===== config.mk =====
export PLATFORM = sky130hd
export DESIGN_NAME = sbh_bus_node
export DESIGN_NICKNAME = d
export VERILOG_FILES = /design/src/pkg/sbh_pkg.sv /design/src/design/sbh_slv_term.sv /design/src/design/sbh_lane_mux.sv /design/src/design/sbh_bus_node.sv
export SDC_FILE = /design/constraint.sdc
export NUM_CORES = 1
export LEC_CHECK = 0
export ABC_AREA = 0
export BUFFER_PORTS_ARGS = -buffer_cell sky130_fd_sc_hd__clkbuf_2
export CORE_ASPECT_RATIO = 1.75
export CORE_MARGIN = 3
export CORE_UTILIZATION = 55
export CTS_BUF_LIST = sky130_fd_sc_hd__clkbuf_8 sky130_fd_sc_hd__clkbuf_16
export CTS_CLUSTER_DIAMETER = 30
export CTS_CLUSTER_SIZE = 25
export DETAILED_ROUTE_END_ITERATION = 12
export PLACE_DENSITY_LB_ADDON = 0.08
export SYNTH_ARGS = -nofsm -noshare
export SYNTH_HDL_FRONTEND = slang
export SYNTH_HIERARCHICAL = 1
export SYNTH_SLANG_ARGS = --single-unit

===== constraint.sdc =====
create_clock -name clk_sys -period 5.68 [get_ports clk_sys]
set_clock_uncertainty 0.1 [all_clocks]
set_input_delay 1.136 -clock clk_sys [delete_from_list [all_inputs] [get_ports clk_sys]]
set_output_delay 1.136 -clock clk_sys [all_outputs]
set_load 0.01 [all_outputs]

===== src/pkg/sbh_pkg.sv =====
package sbh_pkg;

	// ----------------------------------------------------------------
	// Widths
	// ----------------------------------------------------------------
	localparam int DAT_W     = 32;
	localparam int SEL_W     = 4;
	localparam int ADR_W     = 8;
	localparam int TAG_W     = 1;
	localparam int MEM_DEPTH = 16;
	localparam int IDX_W     = 4;
	localparam int LANE_W    = 8;
	localparam int CNT_W     = 5;
	localparam int RTY_W     = 3;
	localparam int STAT_W    = 8;

	// ----------------------------------------------------------------
	// Address layout
	// ----------------------------------------------------------------
	localparam int IDX_LSB = 2;
	localparam int HI_LSB  = IDX_LSB + IDX_W;

	// ----------------------------------------------------------------
	// Timing and reset values
	// ----------------------------------------------------------------
	localparam int CLK_PERIOD_NS = 10;
	localparam int RTY_WAIT_NS   = 200;
	localparam int RTY_WAIT_CYC  = (RTY_WAIT_NS + CLK_PERIOD_NS - 1) / CLK_PERIOD_NS;

	localparam logic [CNT_W-1:0]  RTY_WAIT_LOAD = CNT_W'(RTY_WAIT_CYC - 1);
	localparam logic [RTY_W-1:0]  RETRY_LIMIT   = 3'h3;
	localparam logic [CNT_W-1:0]  CNT_RST       = 5'h00;
	localparam logic [RTY_W-1:0]  RTY_RST       = 3'h0;
	localparam logic [STAT_W-1:0] STAT_RST      = 8'h00;
	localparam logic [DAT_W-1:0]  DAT_RST       = 32'h0000_0000;
	localparam logic [ADR_W-1:0]  ADR_RST       = 8'h00;
	localparam logic [SEL_W-1:0]  SEL_RST       = 4'h0;

	typedef enum logic [1:0] {
		MST_IDLE,
		MST_STROBE,
		MST_HOLD,
		MST_BACKOFF
	} sbh_mst_state_t;

	// ----------------------------------------------------------------
	// Address decode
	// ----------------------------------------------------------------
	function automatic logic sbh_adr_hit(input logic [ADR_W-1:0] adr);
		sbh_adr_hit = (adr[ADR_W-1:HI_LSB] == '0);
	endfunction : sbh_adr_hit

	function automatic logic [IDX_W-1:0] sbh_word_idx(input logic [ADR_W-1:0] adr);
		sbh_word_idx = adr[HI_LSB-1:IDX_LSB];
	endfunction : sbh_word_idx

endpackage : sbh_pkg


===== src/design/sbh_slv_term.sv =====
`timescale 1ns/100ps
module sbh_slv_term
	import sbh_pkg::*;
(
	input  wire logic sel_i,
	input  wire logic bad_adr,
	input  wire logic busy,
	output logic      ack,
	output logic      err,
	output logic      rty
);

	// ----------------------------------------------------------------
	// Terminator choice
	// ----------------------------------------------------------------
	// Pure gates from strobe: one transfer per clock, no wait state
	always_comb begin
		ack = 1'b0;
		err = 1'b0;
		rty = 1'b0;
		if (sel_i) begin
			if (bad_adr) begin
				err = 1'b1;
			end else if (busy) begin
				rty = 1'b1;
			end else begin
				ack = 1'b1;
			end
		end
	end

endmodule : sbh_slv_term


===== src/design/sbh_lane_mux.sv =====
`timescale 1ns/100ps
module sbh_lane_mux
	import sbh_pkg::*;
(
	input  wire logic [DAT_W-1:0] base,
	input  wire logic [DAT_W-1:0] fresh,
	input  wire logic [SEL_W-1:0] sel,
	output logic      [DAT_W-1:0] merged
);

	// ----------------------------------------------------------------
	// Per byte lane pick
	// ----------------------------------------------------------------
	for (genvar g = 0; g < SEL_W; g++) begin : g_lane
		assign merged[g*LANE_W +: LANE_W] = sel[g] ? fresh[g*LANE_W +: LANE_W]
		                                           : base[g*LANE_W +: LANE_W];
	end

endmodule : sbh_lane_mux


===== src/design/sbh_bus_node.sv =====
`timescale 1ns/100ps
module sbh_bus_node
	import sbh_pkg::*;
(
	input  wire logic              clk_sys,
	input  wire logic              resetn,
	input  wire logic              req_valid,
	output logic                   req_ready,
	input  wire logic              req_we,
	input  wire logic [ADR_W-1:0]  req_adr,
	input  wire logic [DAT_W-1:0]  req_dat,
	input  wire logic [SEL_W-1:0]  req_sel,
	input  wire logic [TAG_W-1:0]  req_tag,
	input  wire logic              req_last,
	output logic                   rsp_valid,
	output logic      [DAT_W-1:0]  rsp_dat,
	output logic      [TAG_W-1:0]  rsp_tag,
	output logic                   rsp_err,
	output logic                   rsp_rty,
	output logic                   m_cyc_o,
	output logic                   m_stb_o,
	output logic                   m_we_o,
	output logic      [ADR_W-1:0]  m_adr_o,
	output logic      [DAT_W-1:0]  m_dat_o,
	output logic      [SEL_W-1:0]  m_sel_o,
	output logic      [TAG_W-1:0]  m_tag_o,
	input  wire logic              m_ack_i,
	input  wire logic              m_err_i,
	input  wire logic              m_rty_i,
	input  wire logic [DAT_W-1:0]  m_dat_i,
	input  wire logic [TAG_W-1:0]  m_tag_i,
	input  wire logic              s_cyc_i,
	input  wire logic              s_stb_i,
	input  wire logic              s_we_i,
	input  wire logic [ADR_W-1:0]  s_adr_i,
	input  wire logic [DAT_W-1:0]  s_dat_i,
	input  wire logic [SEL_W-1:0]  s_sel_i,
	output logic                   s_ack_o,
	output logic                   s_err_o,
	output logic                   s_rty_o,
	output logic      [DAT_W-1:0]  s_dat_o,
	output logic      [TAG_W-1:0]  s_tag_o,
	input  wire logic              slv_busy,
	output logic                   slv_wr_pulse,
	output logic      [STAT_W-1:0] slv_xfer_cnt,
	output logic      [STAT_W-1:0] slv_fault_cnt,
	output logic                   mst_busy
);

	// ----------------------------------------------------------------
	// Master declarations
	// ----------------------------------------------------------------
	sbh_mst_state_t    state_q;
	sbh_mst_state_t    state_d;
	logic              cyc_q;
	logic              stb_q;
	logic              we_q;
	logic [ADR_W-1:0]  adr_q;
	logic [DAT_W-1:0]  dat_q;
	logic [SEL_W-1:0]  sel_q;
	logic [TAG_W-1:0]  tag_q;
	logic              last_q;
	logic [RTY_W-1:0]  rty_cnt_q;
	logic [CNT_W-1:0]  wait_q;
	logic              rsp_valid_q;
	logic [DAT_W-1:0]  rsp_dat_q;
	logic [TAG_W-1:0]  rsp_tag_q;
	logic              rsp_err_q;
	logic              rsp_rty_q;
	logic              accept;
	logic              strobing;
	logic              got_ack;
	logic              got_err;
	logic              got_rty;
	logic              rty_give_up;

	// ----------------------------------------------------------------
	// Slave declarations
	// ----------------------------------------------------------------
	logic [DAT_W-1:0]  mem_q [MEM_DEPTH];
	logic [IDX_W-1:0]  s_idx;
	logic              s_sel;
	logic              s_hit;
	logic [DAT_W-1:0]  wr_word;
	logic [DAT_W-1:0]  rd_word;
	logic              slv_wr_pulse_q;
	logic [STAT_W-1:0] xfer_cnt_q;
	logic [STAT_W-1:0] fault_cnt_q;

	// ----------------------------------------------------------------
	// Master terminator decode
	// ----------------------------------------------------------------
	// Several terminators at once is a slave fault; error outranks
	// retry, retry outranks acknowledge, so nothing is lost silently.
	assign strobing    = (state_q == MST_STROBE);
	assign got_err     = strobing & m_err_i;
	assign got_rty     = strobing & ~m_err_i & m_rty_i;
	assign got_ack     = strobing & ~m_err_i & ~m_rty_i & m_ack_i;
	assign rty_give_up = (rty_cnt_q == RETRY_LIMIT);
	assign req_ready   = (state_q == MST_IDLE) | (state_q == MST_HOLD);
	assign accept      = req_valid & req_ready;

	// ----------------------------------------------------------------
	// Master sequencer
	// ----------------------------------------------------------------
	always_comb begin
		state_d = state_q;
		case (state_q)
			MST_IDLE: begin
				if (req_valid) begin
					state_d = MST_STROBE;
				end
			end
			MST_STROBE: begin
				if (got_err) begin
					state_d = MST_IDLE;
				end else if (got_rty) begin
					state_d = rty_give_up ? MST_IDLE : MST_BACKOFF;
				end else if (got_ack) begin
					state_d = last_q ? MST_IDLE : MST_HOLD;
				end
			end
			MST_HOLD: begin
				if (req_valid) begin
					state_d = MST_STROBE;
				end
			end
			MST_BACKOFF: begin
				if (wait_q == CNT_RST) begin
					state_d = MST_STROBE;
				end
			end
			default: begin
				state_d = MST_IDLE;
			end
		endcase
	end

	always_ff @(posedge clk_sys) begin
		if (!resetn) begin
			state_q <= MST_IDLE;
		end else begin
			state_q <= state_d;
		end
	end

	// ----------------------------------------------------------------
	// Strobe and cycle flops
	// ----------------------------------------------------------------
	// Both follow the next state so they leave the flop with no gate
	// behind it; cycle spans a whole block except while backing off after
	// a retry, strobe only one transfer.
	always_ff @(posedge clk_sys) begin
		if (!resetn) begin
			cyc_q <= 1'b0;
			stb_q <= 1'b0;
		end else begin
			cyc_q <= (state_d == MST_STROBE) | (state_d == MST_HOLD);
			stb_q <= (state_d == MST_STROBE);
		end
	end

	assign m_cyc_o = cyc_q;
	assign m_stb_o = stb_q;

	// ----------------------------------------------------------------
	// Master address phase
	// ----------------------------------------------------------------
	// Captured on acceptance and held through retries, so the
	// reissued strobe repeats the same request exactly.
	always_ff @(posedge clk_sys) begin
		if (!resetn) begin
			we_q   <= 1'b0;
			adr_q  <= ADR_RST;
			dat_q  <= DAT_RST;
			sel_q  <= SEL_RST;
			tag_q  <= '0;
			last_q <= 1'b1;
		end else if (accept) begin
			we_q   <= req_we;
			adr_q  <= req_adr;
			dat_q  <= req_dat;
			sel_q  <= req_sel;
			tag_q  <= req_tag;
			last_q <= req_last;
		end
	end

	assign m_we_o  = we_q;
	assign m_adr_o = adr_q;
	assign m_dat_o = dat_q;
	assign m_sel_o = sel_q;
	assign m_tag_o = tag_q;

	// ----------------------------------------------------------------
	// Retry bookkeeping
	// ----------------------------------------------------------------
	always_ff @(posedge clk_sys) begin
		if (!resetn) begin
			rty_cnt_q <= RTY_RST;
		end else if (accept) begin
			rty_cnt_q <= RTY_RST;
		end else if (got_rty & ~rty_give_up) begin
			rty_cnt_q <= rty_cnt_q + 3'h1;
		end
	end

	always_ff @(posedge clk_sys) begin
		if (!resetn) begin
			wait_q <= CNT_RST;
		end else if (got_rty) begin
			wait_q <= RTY_WAIT_LOAD;
		end else if ((state_q == MST_BACKOFF) & (wait_q != CNT_RST)) begin
			wait_q <= wait_q - 5'h01;
		end
	end

	// ----------------------------------------------------------------
	// Master answer to the user
	// ----------------------------------------------------------------
	// Retries below the limit stay invisible to the user.
	always_ff @(posedge clk_sys) begin
		if (!resetn) begin
			rsp_valid_q <= 1'b0;
			rsp_err_q   <= 1'b0;
			rsp_rty_q   <= 1'b0;
		end else begin
			rsp_valid_q <= got_ack | got_err | (got_rty & rty_give_up);
			rsp_err_q   <= got_err;
			rsp_rty_q   <= got_rty & rty_give_up;
		end
	end

	always_ff @(posedge clk_sys) begin
		if (!resetn) begin
			rsp_dat_q <= DAT_RST;
			rsp_tag_q <= '0;
		end else if (got_ack) begin
			rsp_dat_q <= we_q ? DAT_RST : m_dat_i;
			rsp_tag_q <= m_tag_i;
		end
	end

	assign rsp_valid = rsp_valid_q;
	assign rsp_dat   = rsp_dat_q;
	assign rsp_tag   = rsp_tag_q;
	assign rsp_err   = rsp_err_q;
	assign rsp_rty   = rsp_rty_q;
	assign mst_busy  = cyc_q;

	// ----------------------------------------------------------------
	// Slave decode and terminators
	// ----------------------------------------------------------------
	assign s_sel = s_cyc_i & s_stb_i;
	assign s_hit = sbh_adr_hit(s_adr_i);
	assign s_idx = sbh_word_idx(s_adr_i);

	sbh_slv_term u_term (
		.sel_i   (s_sel),
		.bad_adr (~s_hit),
		.busy    (slv_busy),
		.ack     (s_ack_o),
		.err     (s_err_o),
		.rty     (s_rty_o)
	);

	// ----------------------------------------------------------------
	// Slave storage
	// ----------------------------------------------------------------
	sbh_lane_mux u_wr_lanes (
		.base   (mem_q[s_idx]),
		.fresh  (s_dat_i),
		.sel    (s_sel_i),
		.merged (wr_word)
	);

	sbh_lane_mux u_rd_lanes (
		.base   (DAT_RST),
		.fresh  (mem_q[s_idx]),
		.sel    (s_sel_i),
		.merged (rd_word)
	);

	for (genvar w = 0; w < MEM_DEPTH; w++) begin : g_word
		always_ff @(posedge clk_sys) begin
			if (!resetn) begin
				mem_q[w] <= DAT_RST;
			end else if (s_ack_o & s_we_i & (s_idx == IDX_W'(w))) begin
				mem_q[w] <= wr_word;
			end
		end
	end

	// Read data and its parity tag only ride along with a terminator;
	// unselected lanes read as zero.
	assign s_dat_o = (s_ack_o & ~s_we_i) ? rd_word : DAT_RST;
	assign s_tag_o = TAG_W'(^s_dat_o);

	// ----------------------------------------------------------------
	// Slave activity status
	// ----------------------------------------------------------------
	always_ff @(posedge clk_sys) begin
		if (!resetn) begin
			slv_wr_pulse_q <= 1'b0;
		end else begin
			slv_wr_pulse_q <= s_ack_o & s_we_i;
		end
	end

	always_ff @(posedge clk_sys) begin
		if (!resetn) begin
			xfer_cnt_q <= STAT_RST;
		end else if (s_ack_o) begin
			xfer_cnt_q <= xfer_cnt_q + 8'h01;
		end
	end

	// Wraps silently; software wanting totals must sample often.
	always_ff @(posedge clk_sys) begin
		if (!resetn) begin
			fault_cnt_q <= STAT_RST;
		end else if (s_err_o | s_rty_o) begin
			fault_cnt_q <= fault_cnt_q + 8'h01;
		end
	end

	assign slv_wr_pulse  = slv_wr_pulse_q;
	assign slv_xfer_cnt  = xfer_cnt_q;
	assign slv_fault_cnt = fault_cnt_q;

endmodule : sbh_bus_node


==> results of run 1 <==
## state kept, by name (all words and copies together), names as in the netlist, 2 cells and up
name / flops
wait_q: 5
m_dat_o: 32
rty_cnt_q: 3
slv_fault_cnt: 8
mem_q: 512
state_q: 2
m_sel_o: 4
m_adr_o: 8
rsp_dat: 32
slv_xfer_cnt: 8
## per-layer routing
metal,vias to the layer above,track usage,part of all wire,wire length [microns]
met5,-,0,0.00017,13
met4,2,0.122,0.040,3100
met3,180,0.0565,0.076,5920
met2,822,0.519,0.53,41600
met1,9149,0.332,0.35,27400
li1,8058,-,-,-
## worst paths after layout
kind                              startpoint            to  slack, ns  depth (start not counted)
worst max register to register  mem_q[6][19]  mem_q[4][19]       3.38                          6
worst min-delay path             m_dat_o[27]   m_dat_o[27]       0.35                          2
worst max-delay path              s_adr_i[2]       s_tag_o       0.20                         16
worst min register to register   m_dat_o[27]   m_dat_o[27]       0.35                          2
## cells in the mapped netlist (4+ instances only)
library cell,n,area share
sky130_fd_sc_hd__and2_1,549,0.12
sky130_fd_sc_hd__edfxtp_1,512,0.54
sky130_fd_sc_hd__nand2_1,151,0.020
sky130_fd_sc_hd__mux4_2,128,0.10
sky130_fd_sc_hd__dfxtp_1,112,0.078
sky130_fd_sc_hd__a21oi_1,87,0.015
sky130_fd_sc_hd__clkbuf_1,84,0.011
sky130_fd_sc_hd__nor2_1,71,0.0093
sky130_fd_sc_hd__a22oi_1,64,0.017
sky130_fd_sc_hd__buf_2,64,0.011
sky130_fd_sc_hd__mux2_4,64,0.033
sky130_fd_sc_hd__nor3b_1,32,0.0084
sky130_fd_sc_hd__xnor2_1,32,0.0098
sky130_fd_sc_hd__o21ai_0,23,0.0040
sky130_fd_sc_hd__buf_6,16,0.0063
sky130_fd_sc_hd__xor2_1,13,0.0040
sky130_fd_sc_hd__buf_4,6,0.0016
sky130_fd_sc_hd__ha_1,6,0.0026
sky130_fd_sc_hd__nand4_1,6,0.0013
sky130_fd_sc_hd__inv_1,5,0.00065
sky130_fd_sc_hd__nor2b_1,5,0.0011
sky130_fd_sc_hd__or3_1,5,0.0011
sky130_fd_sc_hd__buf_1,4,0.00052
sky130_fd_sc_hd__nor2_4,4,0.0016
## final cells by class
type / count / area (sq um)
antenna: 2 / 5.00
multi-input combinational: 1300 / 10600
timing repair buffer: 370 / 2330
inverter: 6 / 22.5
tap: 672 / 841
fill: 3718 / 17000
clock inverter: 81 / 901
clock buffer: 93 / 2330
sequential: 624 / 17600
## power by group through the flow
stage | sequential, uW | combinational (uW) | clock (uW)
floorplan | 5240 | 645 | 0
detailed placement | 5240 | 1080 | 0
global route | 5160 | 1170 | 6110
CTS | 5150 | 1090 | 5910
finish | 5150 | 1090 | 5840
global placement | 5230 | 1070 | 0
## worst reg2reg max path: cells and delay by family, from the launching register on
kind | cells | cell delay, ns
muxes | 2 | 0.81
and+or+nand+nor | 2 | 0.30
DFF | 1 | 0.36
AOI/OAI and AO/OA | 1 | 0.31
buffers and inverters | 1 | 0.15
## through the flow
step                 util  total power, uW
floorplan               -             5890
global placement    0.608             6300
detailed placement  0.608             6320
CTS                 0.671            12100
global route        0.671            12400
finish              0.671            12100
## cells by family after synthesis
family	count (synthesis)	synth area share
AO/OA/AOI/OAI	180	0.0375
XOR/XNOR	45	0.0137
adder cells (fa/ha/maj)	6	0.00261
buffers and inverters	180	0.0313
flip-flops	624	0.613
multiplexers	195	0.135
other	1	0.000131
AND/OR/NAND/NOR	842	0.167
==> impl_metrics.toml, run 1 <==
[cts]
cts_inserted_buffers = 92
clock_sink_count = 624
cts_root_buf = "sky130_fd_sc_hd__clkbuf_16"
cts_buffer_depth = 3
clock_insertion_delay_worst_skew_ns = 0.63
worst_path_clk_slew_ns = 0.06
cts_hold_buffers = 0
cts.repair.resized = 0
cts_tree = "done"
htreeDepth = 3
post-cts-setup-buffers = 0

[critical_path]
timing.critical_path.fanout_max = 18
cpMaxStageDelayCell = "sky130_fd_sc_hd__mux4_2"
max_stage_delay_ns = 0.52
cp_cell_sequence = "buf_12 > buf_12 > mux4_2 > a22oi_1 > nand2_1 > mux2_4 > xnor2_1 > buf_4 > xnor2_1 > xnor2_1 > buf_4 > xnor2_2 > buf_4 > xnor2_1 > and2_1 > clkbuf_2"
critical_path_buf_inv_count = 6
cp-start-kind = "primary input"
setup.worst_path.class = "in2out"
critical_path.endpoint_type = "primary output"
cp_data_required_time_ns = 4.44
timing.critical_path.mode_cell = "sky130_fd_sc_hd__xnor2_1"
crit_family = "buffers and inverters"
cp.arrival_ns = 4.24

[synthesis]
ys_async_rst_share = 0
synth_edf_count = 512
synth_seq_cells = 624
sequential_area_share_after_synthesis = 0.613
synthesis.instances = 2073
netlist_area_before_placement_sq_mm = 0.0287
number_of_distinct_library_cells_after_synthesis = 43
synth-warning-count = 6
synth_area_per_cell_sq_um = 13.9
synth_top_flop_cell = "sky130_fd_sc_hd__edfxtp_1"

[global_route]
total_routing_resource_utilization_after_global_routing = 0.288
grt_antenna_before_repair = 4
grt_first_pass_wirelength_microns = 117000
grt_max_degree = 67
overflow = 0
number_of_global_route_vias_before_repair = 19500

[detailed_routing]
wire_per_inst_microns = 24.8
drt_pass1_iterations = 5
drt_antenna_net_count = 0
first_iter_violations = 1383
detailroute.via_count = 18200
drc = 0
routed_via_density = 5.78
route.final.wire_length_microns = 78000

[place]
finalWeightedCongestion = 0.782
post-place-cells = 2972
port_buffers = 270
place_ws_ns = 0.00804
placed_standard_cell_area_sq_mm = 0.0314
hpwl_after_dpl_microns = 48100

[timing]
worstMarginPinSlew_ns = 1.21
finalCriticalPeriod_ns = 5.48
final-setup-viol-count = 0
final.hold.worst_slack_ns = 0.353
fmaxAchievable_mhz = 183
final_max_slew_viol_count = 0
postLayoutSetupSlackWorst_ns = 0.202
final_setup_tns_ns = 0
max-slew-margin-rel = 0.194
hold_viol_final = 0
final_min_period_over_clock_period = 0.964
setup_repair_after_global_routing_missed_its_margin = "no"

[die]
core_area_sq_mm = 0.0516
fp_rows = 110
pin_count = 273
die-width_microns = 179
die_area_sq_mm = 0.0551
start_util = 0.557
die-height_microns = 308

[pwr]
max-vdd-ir-drop_mv = 0.280
switchingPower_uw = 2950
power.share.switching = 0.244
clkPwrFrac = 0.483
power_density_mw_per_mm2 = 349
power.internal_uw = 9130
seqPwrFrac = 0.426
leakagePower_uw = 0.0137
power.share.combinational = 0.091

[layout]
final_cell_area_sq_mm = 0.0346
layout.cells.non_filler = 3148
final_net_count = 2534
top_library_cells_by_usage_in_the_layout_fill_and_taps_aside = "548 x sky130_fd_sc_hd__and2_1, 512 x sky130_fd_sc_hd__edfxtp_1, 268 x sky130_fd_sc_hd__clkbuf_2"
layout_commonest_cell = "sky130_fd_sc_hd__and2_1"
syn2layout_area_growth_pct = 20.5
fraction_of_layout_cells_with_a_size_suffix_above_1 = 0.313

[min_path]
timing.hold.worst.class = "reg2reg"

[run]
max-cap-violations = 0

[run_status]
status = "completed"
No activity file was read; power rests on OpenSTA's default activity.
==> inputs of run 2 (changes only) <==
--- a/config.mk
+++ b/config.mk
@@ -10,7 +10,6 @@
 export CORE_ASPECT_RATIO = 1.75
 export CORE_MARGIN = 3
 export CORE_UTILIZATION = 55
-export CTS_BUF_LIST = sky130_fd_sc_hd__clkbuf_8 sky130_fd_sc_hd__clkbuf_16
 export CTS_CLUSTER_DIAMETER = 30
 export CTS_CLUSTER_SIZE = 25
 export DETAILED_ROUTE_END_ITERATION = 12
==> run 2 against run 1 <==
Compared with the run above:
- utilization unchanged
- critical endpoint unchanged
- first-iteration DRC count about the same
- register-to-register slack about the same
- combinational power is essentially flat
- fmax hardly changed
- die area stayed put
- non-clock buffer count did not move
- power about the same
- largest cell class unchanged
==> impl_metrics.toml, run 2 (synthesis gave the netlist of run 1 again) <==
[timing]
final_min_period_over_clock_period = 0.965
fmaxAchievable_mhz = 183
final_setup_tns_ns = 0
hold_viol_final = 0
final-setup-viol-count = 0
max-slew-margin-rel = 0.194
postLayoutSetupSlackWorst_ns = 0.201
setup_repair_after_global_routing_missed_its_margin = "no"
finalCriticalPeriod_ns = 5.48
worstMarginPinSlew_ns = 1.21
final_max_slew_viol_count = 0

[run]
max-cap-violations = 0

[cts]
cts_inserted_buffers = 92
clock_sink_count = 624
cts_hold_buffers = 0
cts.repair.resized = 0
cts_buffer_depth = 3
clock_insertion_delay_worst_skew_ns = 0.63
htreeDepth = 3
worst_path_clk_slew_ns = 0.06
cts_tree = "done"
cts_root_buf = "sky130_fd_sc_hd__clkbuf_16"
post-cts-setup-buffers = 0

[layout]
layout_commonest_cell = "sky130_fd_sc_hd__and2_1"
syn2layout_area_growth_pct = 20.5
largest_register_ff_count = 512
largest_register = "mem_q"
final_cell_area_sq_mm = 0.0346
top_library_cells_by_usage_in_the_layout_fill_and_taps_aside = "548 x sky130_fd_sc_hd__and2_1, 512 x sky130_fd_sc_hd__edfxtp_1, 268 x sky130_fd_sc_hd__clkbuf_2"
final_net_count = 2534
fraction_of_layout_cells_with_a_size_suffix_above_1 = 0.313
fillerInstances = 3718
utilization = 0.671

[place]
place_ws_ns = 0.00804
finalWeightedCongestion = 0.782
placed_standard_cell_area_sq_mm = 0.0314
hpwl_after_dpl_microns = 48100
port_buffers = 270

[global_route]
grt_antenna_before_repair = 4
grt_max_degree = 67
total_routing_resource_utilization_after_global_routing = 0.288
number_of_global_route_vias_before_repair = 19500
overflow = 0
grt_first_pass_wirelength_microns = 117000

[detailed_routing]
detailroute.via_count = 18200
routed_via_density = 5.78
drt_pass1_iterations = 5
wire_per_inst_microns = 24.8
first_iter_violations = 1382
route.final.wire_length_microns = 78000
drt_antenna_net_count = 0
drc = 0

[die]
die-height_microns = 308
die_area_sq_mm = 0.0551
die-width_microns = 179
start_util = 0.557
fp_rows = 110
core_area_sq_mm = 0.0516
pin_count = 273

[pwr]
power_density_mw_per_mm2 = 349
leakagePower_uw = 0.0136
post-layout-total-power_uw = 12100
max-vdd-ir-drop_mv = 0.280

[critical_path]
cpMaxStageDelayCell = "sky130_fd_sc_hd__mux4_2"
timing.critical_path.mode_cell = "sky130_fd_sc_hd__xnor2_1"
critical_path.endpoint_type = "primary output"
setup.worst_path.class = "in2out"
cp.arrival_ns = 4.24
max_stage_delay_ns = 0.52
cp_cell_sequence = "buf_12 > buf_12 > mux4_2 > a22oi_1 > nand2_1 > mux2_4 > xnor2_1 > buf_4 > xnor2_1 > xnor2_1 > buf_4 > xnor2_2 > buf_4 > xnor2_1 > and2_1 > clkbuf_2"
cp_data_required_time_ns = 4.44
timing.critical_path.fanout_max = 18
cp-start-kind = "primary input"

[min_path]
timing.hold.worst.class = "reg2reg"

[run_status]
status = "completed"
## run 2: cell types whose count changed in the layout (fill, tap and decap cells not counted)
cell                       previous run  this run
sky130_fd_sc_hd__clkbuf_1             0         4
sky130_fd_sc_hd__inv_1                8         4
## run 2: final timing paths
check	start	to	slack [ns]	cells past startpoint
min reg2reg	m_dat_o[27]	m_dat_o[27]	0.35	2
max reg2reg	mem_q[6][19]	mem_q[4][19]	3.38	6
max	s_adr_i[2]	s_tag_o	0.20	16
min	m_dat_o[27]	m_dat_o[27]	0.35	2
## run 2: critical path, delay by kind of cell
family                    cells  cell delay [ns]
AOI/OAI and AO/OA             1             0.25
and+or+nand+nor               2             0.28
buffers and inverters         6             1.01
muxes                         2             0.81
xor gates and xnor gates      5             0.72
## run 2: final cells by class
class,count,area (sq um),area share
Timing Repair Buffer,370,2330,0.0672
Clock inverter,77,886,0.0256
Multi-Input combinational cell,1300,10600,0.306
Sequential cell,624,17600,0.509
Inverter,6,22.5,0.000650
Clock buffer,97,2340,0.0676
Tap cell,672,841,0.0243
Antenna cell,2,5.00,0.000144
## run 2: power by group
group | internal [uW] | switching [uW]
clock | 3560 | 2280
combinational | 483 | 610
sequential | 5090 | 54.3
total | 9130 | 2950
## run 2: per-stage QoR
| stage | hold slack, ns | cells |
|---|---|---|
| 2_1_floorplan | 0.341 | 2104 |
| 3_3_place_gp | 0.343 | 2972 |
| 3_5_place_dp | 0.345 | 2972 |
| 4_1_cts | 0.353 | 3146 |
| 5_1_grt | 0.369 | 3146 |
| 6_report | 0.353 | 3148 |
## run 2: routing by layer
layer / part of all wire / track usage
met5: 0.00017 / 0
met4: 0.040 / 0.122
met3: 0.075 / 0.0565
met2: 0.53 / 0.519
met1: 0.35 / 0.332
==> inputs of run 3 (changes only) <==
--- a/config.mk
+++ b/config.mk
@@ -9,7 +9,7 @@
 export BUFFER_PORTS_ARGS = -buffer_cell sky130_fd_sc_hd__clkbuf_2
 export CORE_ASPECT_RATIO = 1.75
 export CORE_MARGIN = 3
-export CORE_UTILIZATION = 55
+export CORE_UTILIZATION = 31
 export CTS_CLUSTER_DIAMETER = 30
 export CTS_CLUSTER_SIZE = 25
 export DETAILED_ROUTE_END_ITERATION = 12
==> constraint.sdc (replaced) <==
create_clock -name clk_sys -period 4.8 [get_ports clk_sys]
set_clock_uncertainty 0.1 [all_clocks]
set_input_delay 0.96 -clock clk_sys [delete_from_list [all_inputs] [get_ports clk_sys]]
set_output_delay 0.96 -clock clk_sys [all_outputs]
set_load 0.01 [all_outputs]
==> run 3 against run 2 <==
Compared with the run above:
- the flow now finishes with violations (negative setup slack)
- register-to-register slack got worse by 0.91 ns
- die area rose by 75%
- hold slack worse by 0.0020 ns
- global-route usage shrank 8.0 points
- flip-flop and latch count is the same
- final cell count increased by 22%
- largest cell class unchanged
==> impl_metrics.toml, run 3 (synthesis gave the netlist of run 1 again) <==
[cts]
cts_buffer_depth = 3
worst_path_clk_slew_ns = 0.04
cts_root_buf = "sky130_fd_sc_hd__clkbuf_16"
htreeDepth = 4
cts_inserted_buffers = 132
clock_insertion_delay_worst_skew_ns = 0.73
clock_sink_count = 624
cts_tree = "done"

[layout]
final_net_count = 2685
utilization = 0.421
top_library_cells_by_usage_in_the_layout_fill_and_taps_aside = "547 x sky130_fd_sc_hd__and2_1, 512 x sky130_fd_sc_hd__edfxtp_1, 267 x sky130_fd_sc_hd__clkbuf_2"
layout.cells.non_filler = 3848
fraction_of_layout_cells_with_a_size_suffix_above_1 = 0.373
largest_register = "mem_q"
final_cell_area_sq_mm = 0.0386
syn2layout_area_growth_pct = 34.3
largest_register_ff_count = 512
layout_commonest_cell = "sky130_fd_sc_hd__and2_1"

[critical_path]
cp_cell_sequence = "buf_16 > buf_12 > buf_12 > mux4_2 > a22oi_2 > nand2_1 > mux2_4 > xnor2_4 > xnor2_2 > xnor2_1 > xnor2_1 > buf_4 > xnor2_4 > and2_4 > clkbuf_8"
setup.worst_path.class = "in2out"
cp_data_required_time_ns = 3.74
timing.reg2reg.setup_slack_ns = 2.47
cp.arrival_ns = 3.98
cpMaxStageDelayCell = "sky130_fd_sc_hd__mux4_2"
critical_path.endpoint_type = "primary output"
cp-start-kind = "primary input"
timing.critical_path.fanout_max = 10
max_stage_delay_ns = 0.52

[run_status]
failed_checks = "negative setup slack"
status = "finished, violations left"

[die]
die-height_microns = 409
core_area_sq_mm = 0.0918
die_area_sq_mm = 0.0965
fp_rows = 147
start_util = 0.313
pin_count = 273
die-width_microns = 236

[place]
placed_standard_cell_area_sq_mm = 0.0331
post-place-cells = 3584
place_ws_ns = -0.870
port_buffers = 270
hpwl_after_dpl_microns = 61600
finalWeightedCongestion = 0.774

[min_path]
timing.hold.worst.class = "reg2reg"

[timing]
final.hold.worst_slack_ns = 0.351
finalCriticalPeriod_ns = 5.04
worstMarginPinSlew_ns = 1.14
hold_viol_final = 0
max-slew-margin-rel = 0.239
final_max_slew_viol_count = 0
fmaxAchievable_mhz = 198
setup_repair_after_global_routing_missed_its_margin = "yes"
final-setup-viol-count = 1
final_min_period_over_clock_period = 1.05
postLayoutSetupSlackWorst_ns = -0.242

[pwr]
clkPwrFrac = 0.542
leakagePower_uw = 0.0152
power_density_mw_per_mm2 = 445
seqPwrFrac = 0.355
power.share.combinational = 0.103
switchingPower_uw = 4110
power.share.switching = 0.239
max-vdd-ir-drop_mv = 0.311
power.internal_uw = 13100

[detailed_routing]
wire_per_inst_microns = 25.9
drc = 0
drt_pass1_iterations = 7
first_iter_violations = 1023
routed_via_density = 4.83
route.final.wire_length_microns = 99500
detailroute.via_count = 18600
drt_antenna_net_count = 0

[global_route]
number_of_global_route_vias_before_repair = 20600
grt_antenna_before_repair = 7
total_routing_resource_utilization_after_global_routing = 0.208
overflow = 0
grt_max_degree = 67
grt_first_pass_wirelength_microns = 144000

[run]
max-cap-violations = 0
[run 3: power groups by stage]
stage                     sequential [uW]  clock, uW  combinational (uW)
after global routing                 6110       9750                1890
after floorplan                      6200          0                 764
after global placement               6190          0                1570
after CTS                            6100       9480                1790
final                                6100       9300                1780
after detailed placement             6200          0                1560
[run 3: cell type report]
cell class | count | area, sq um
diodes | 3 | 7.51
clock buffers | 155 | 3550
clock inverters | 87 | 990
fillers | 8527 | 53200
inverters | 6 | 22.5
multi-input cells | 1300 | 11100
flip-flops and latches | 624 | 17600
well taps | 1192 | 1490
repair buffers | 481 | 3790
[run 3: per-stage QoR]
stage,setup TNS [ns],total power [uW]
2_1_floorplan,-49.76,6960
5_1_grt,-0.332,17800
6_report,-0.242,17200
4_1_cts,-0.268,17400
3_5_place_dp,-0.870,7760
3_3_place_gp,-0.954,7760
[run 3: path summary, 6_finish.rpt]
kind | to | start | cells after the start
setup reg to reg | mem_q[14][4] | mem_q[14][4] | 7
hold reg to reg | m_tag_o | m_tag_o | 2
hold / removal | m_tag_o | m_tag_o | 2
setup / recovery | s_tag_o | s_adr_i[2] | 15
[run 3: layer usage]
metal / track usage / routed length, microns / vias to the layer above
li1: - / - / 8432
met1: 0.222 / 35800 / 9343
met2: 0.392 / 54700 / 626
met3: 0.0516 / 5430 / 175
met4: 0.0780 / 3560 / 0
met5: 0 / 0 / -
[run 3: what timing repair did]
| item | in CTS | in global routing |
|---|---|---|
| cloned | 4 | 0 |
| gates resized for setup | 90 | 23 |
| pin swaps | 22 | 14 |
| setup endpoints to repair | 1 | 1 |
| hold buffers | 0 | 0 |
| buffers inserted | 19 | 1 |
[run 3: critical path, delay by kind of cell]
family                 cells  cell delay [ns]
AO/OA/AOI/OAI              1             0.22
XOR/XNOR                   5             0.87
buffers and inverters      5             0.79
multiplexers               2             0.83
AND/OR/NAND/NOR            2             0.29
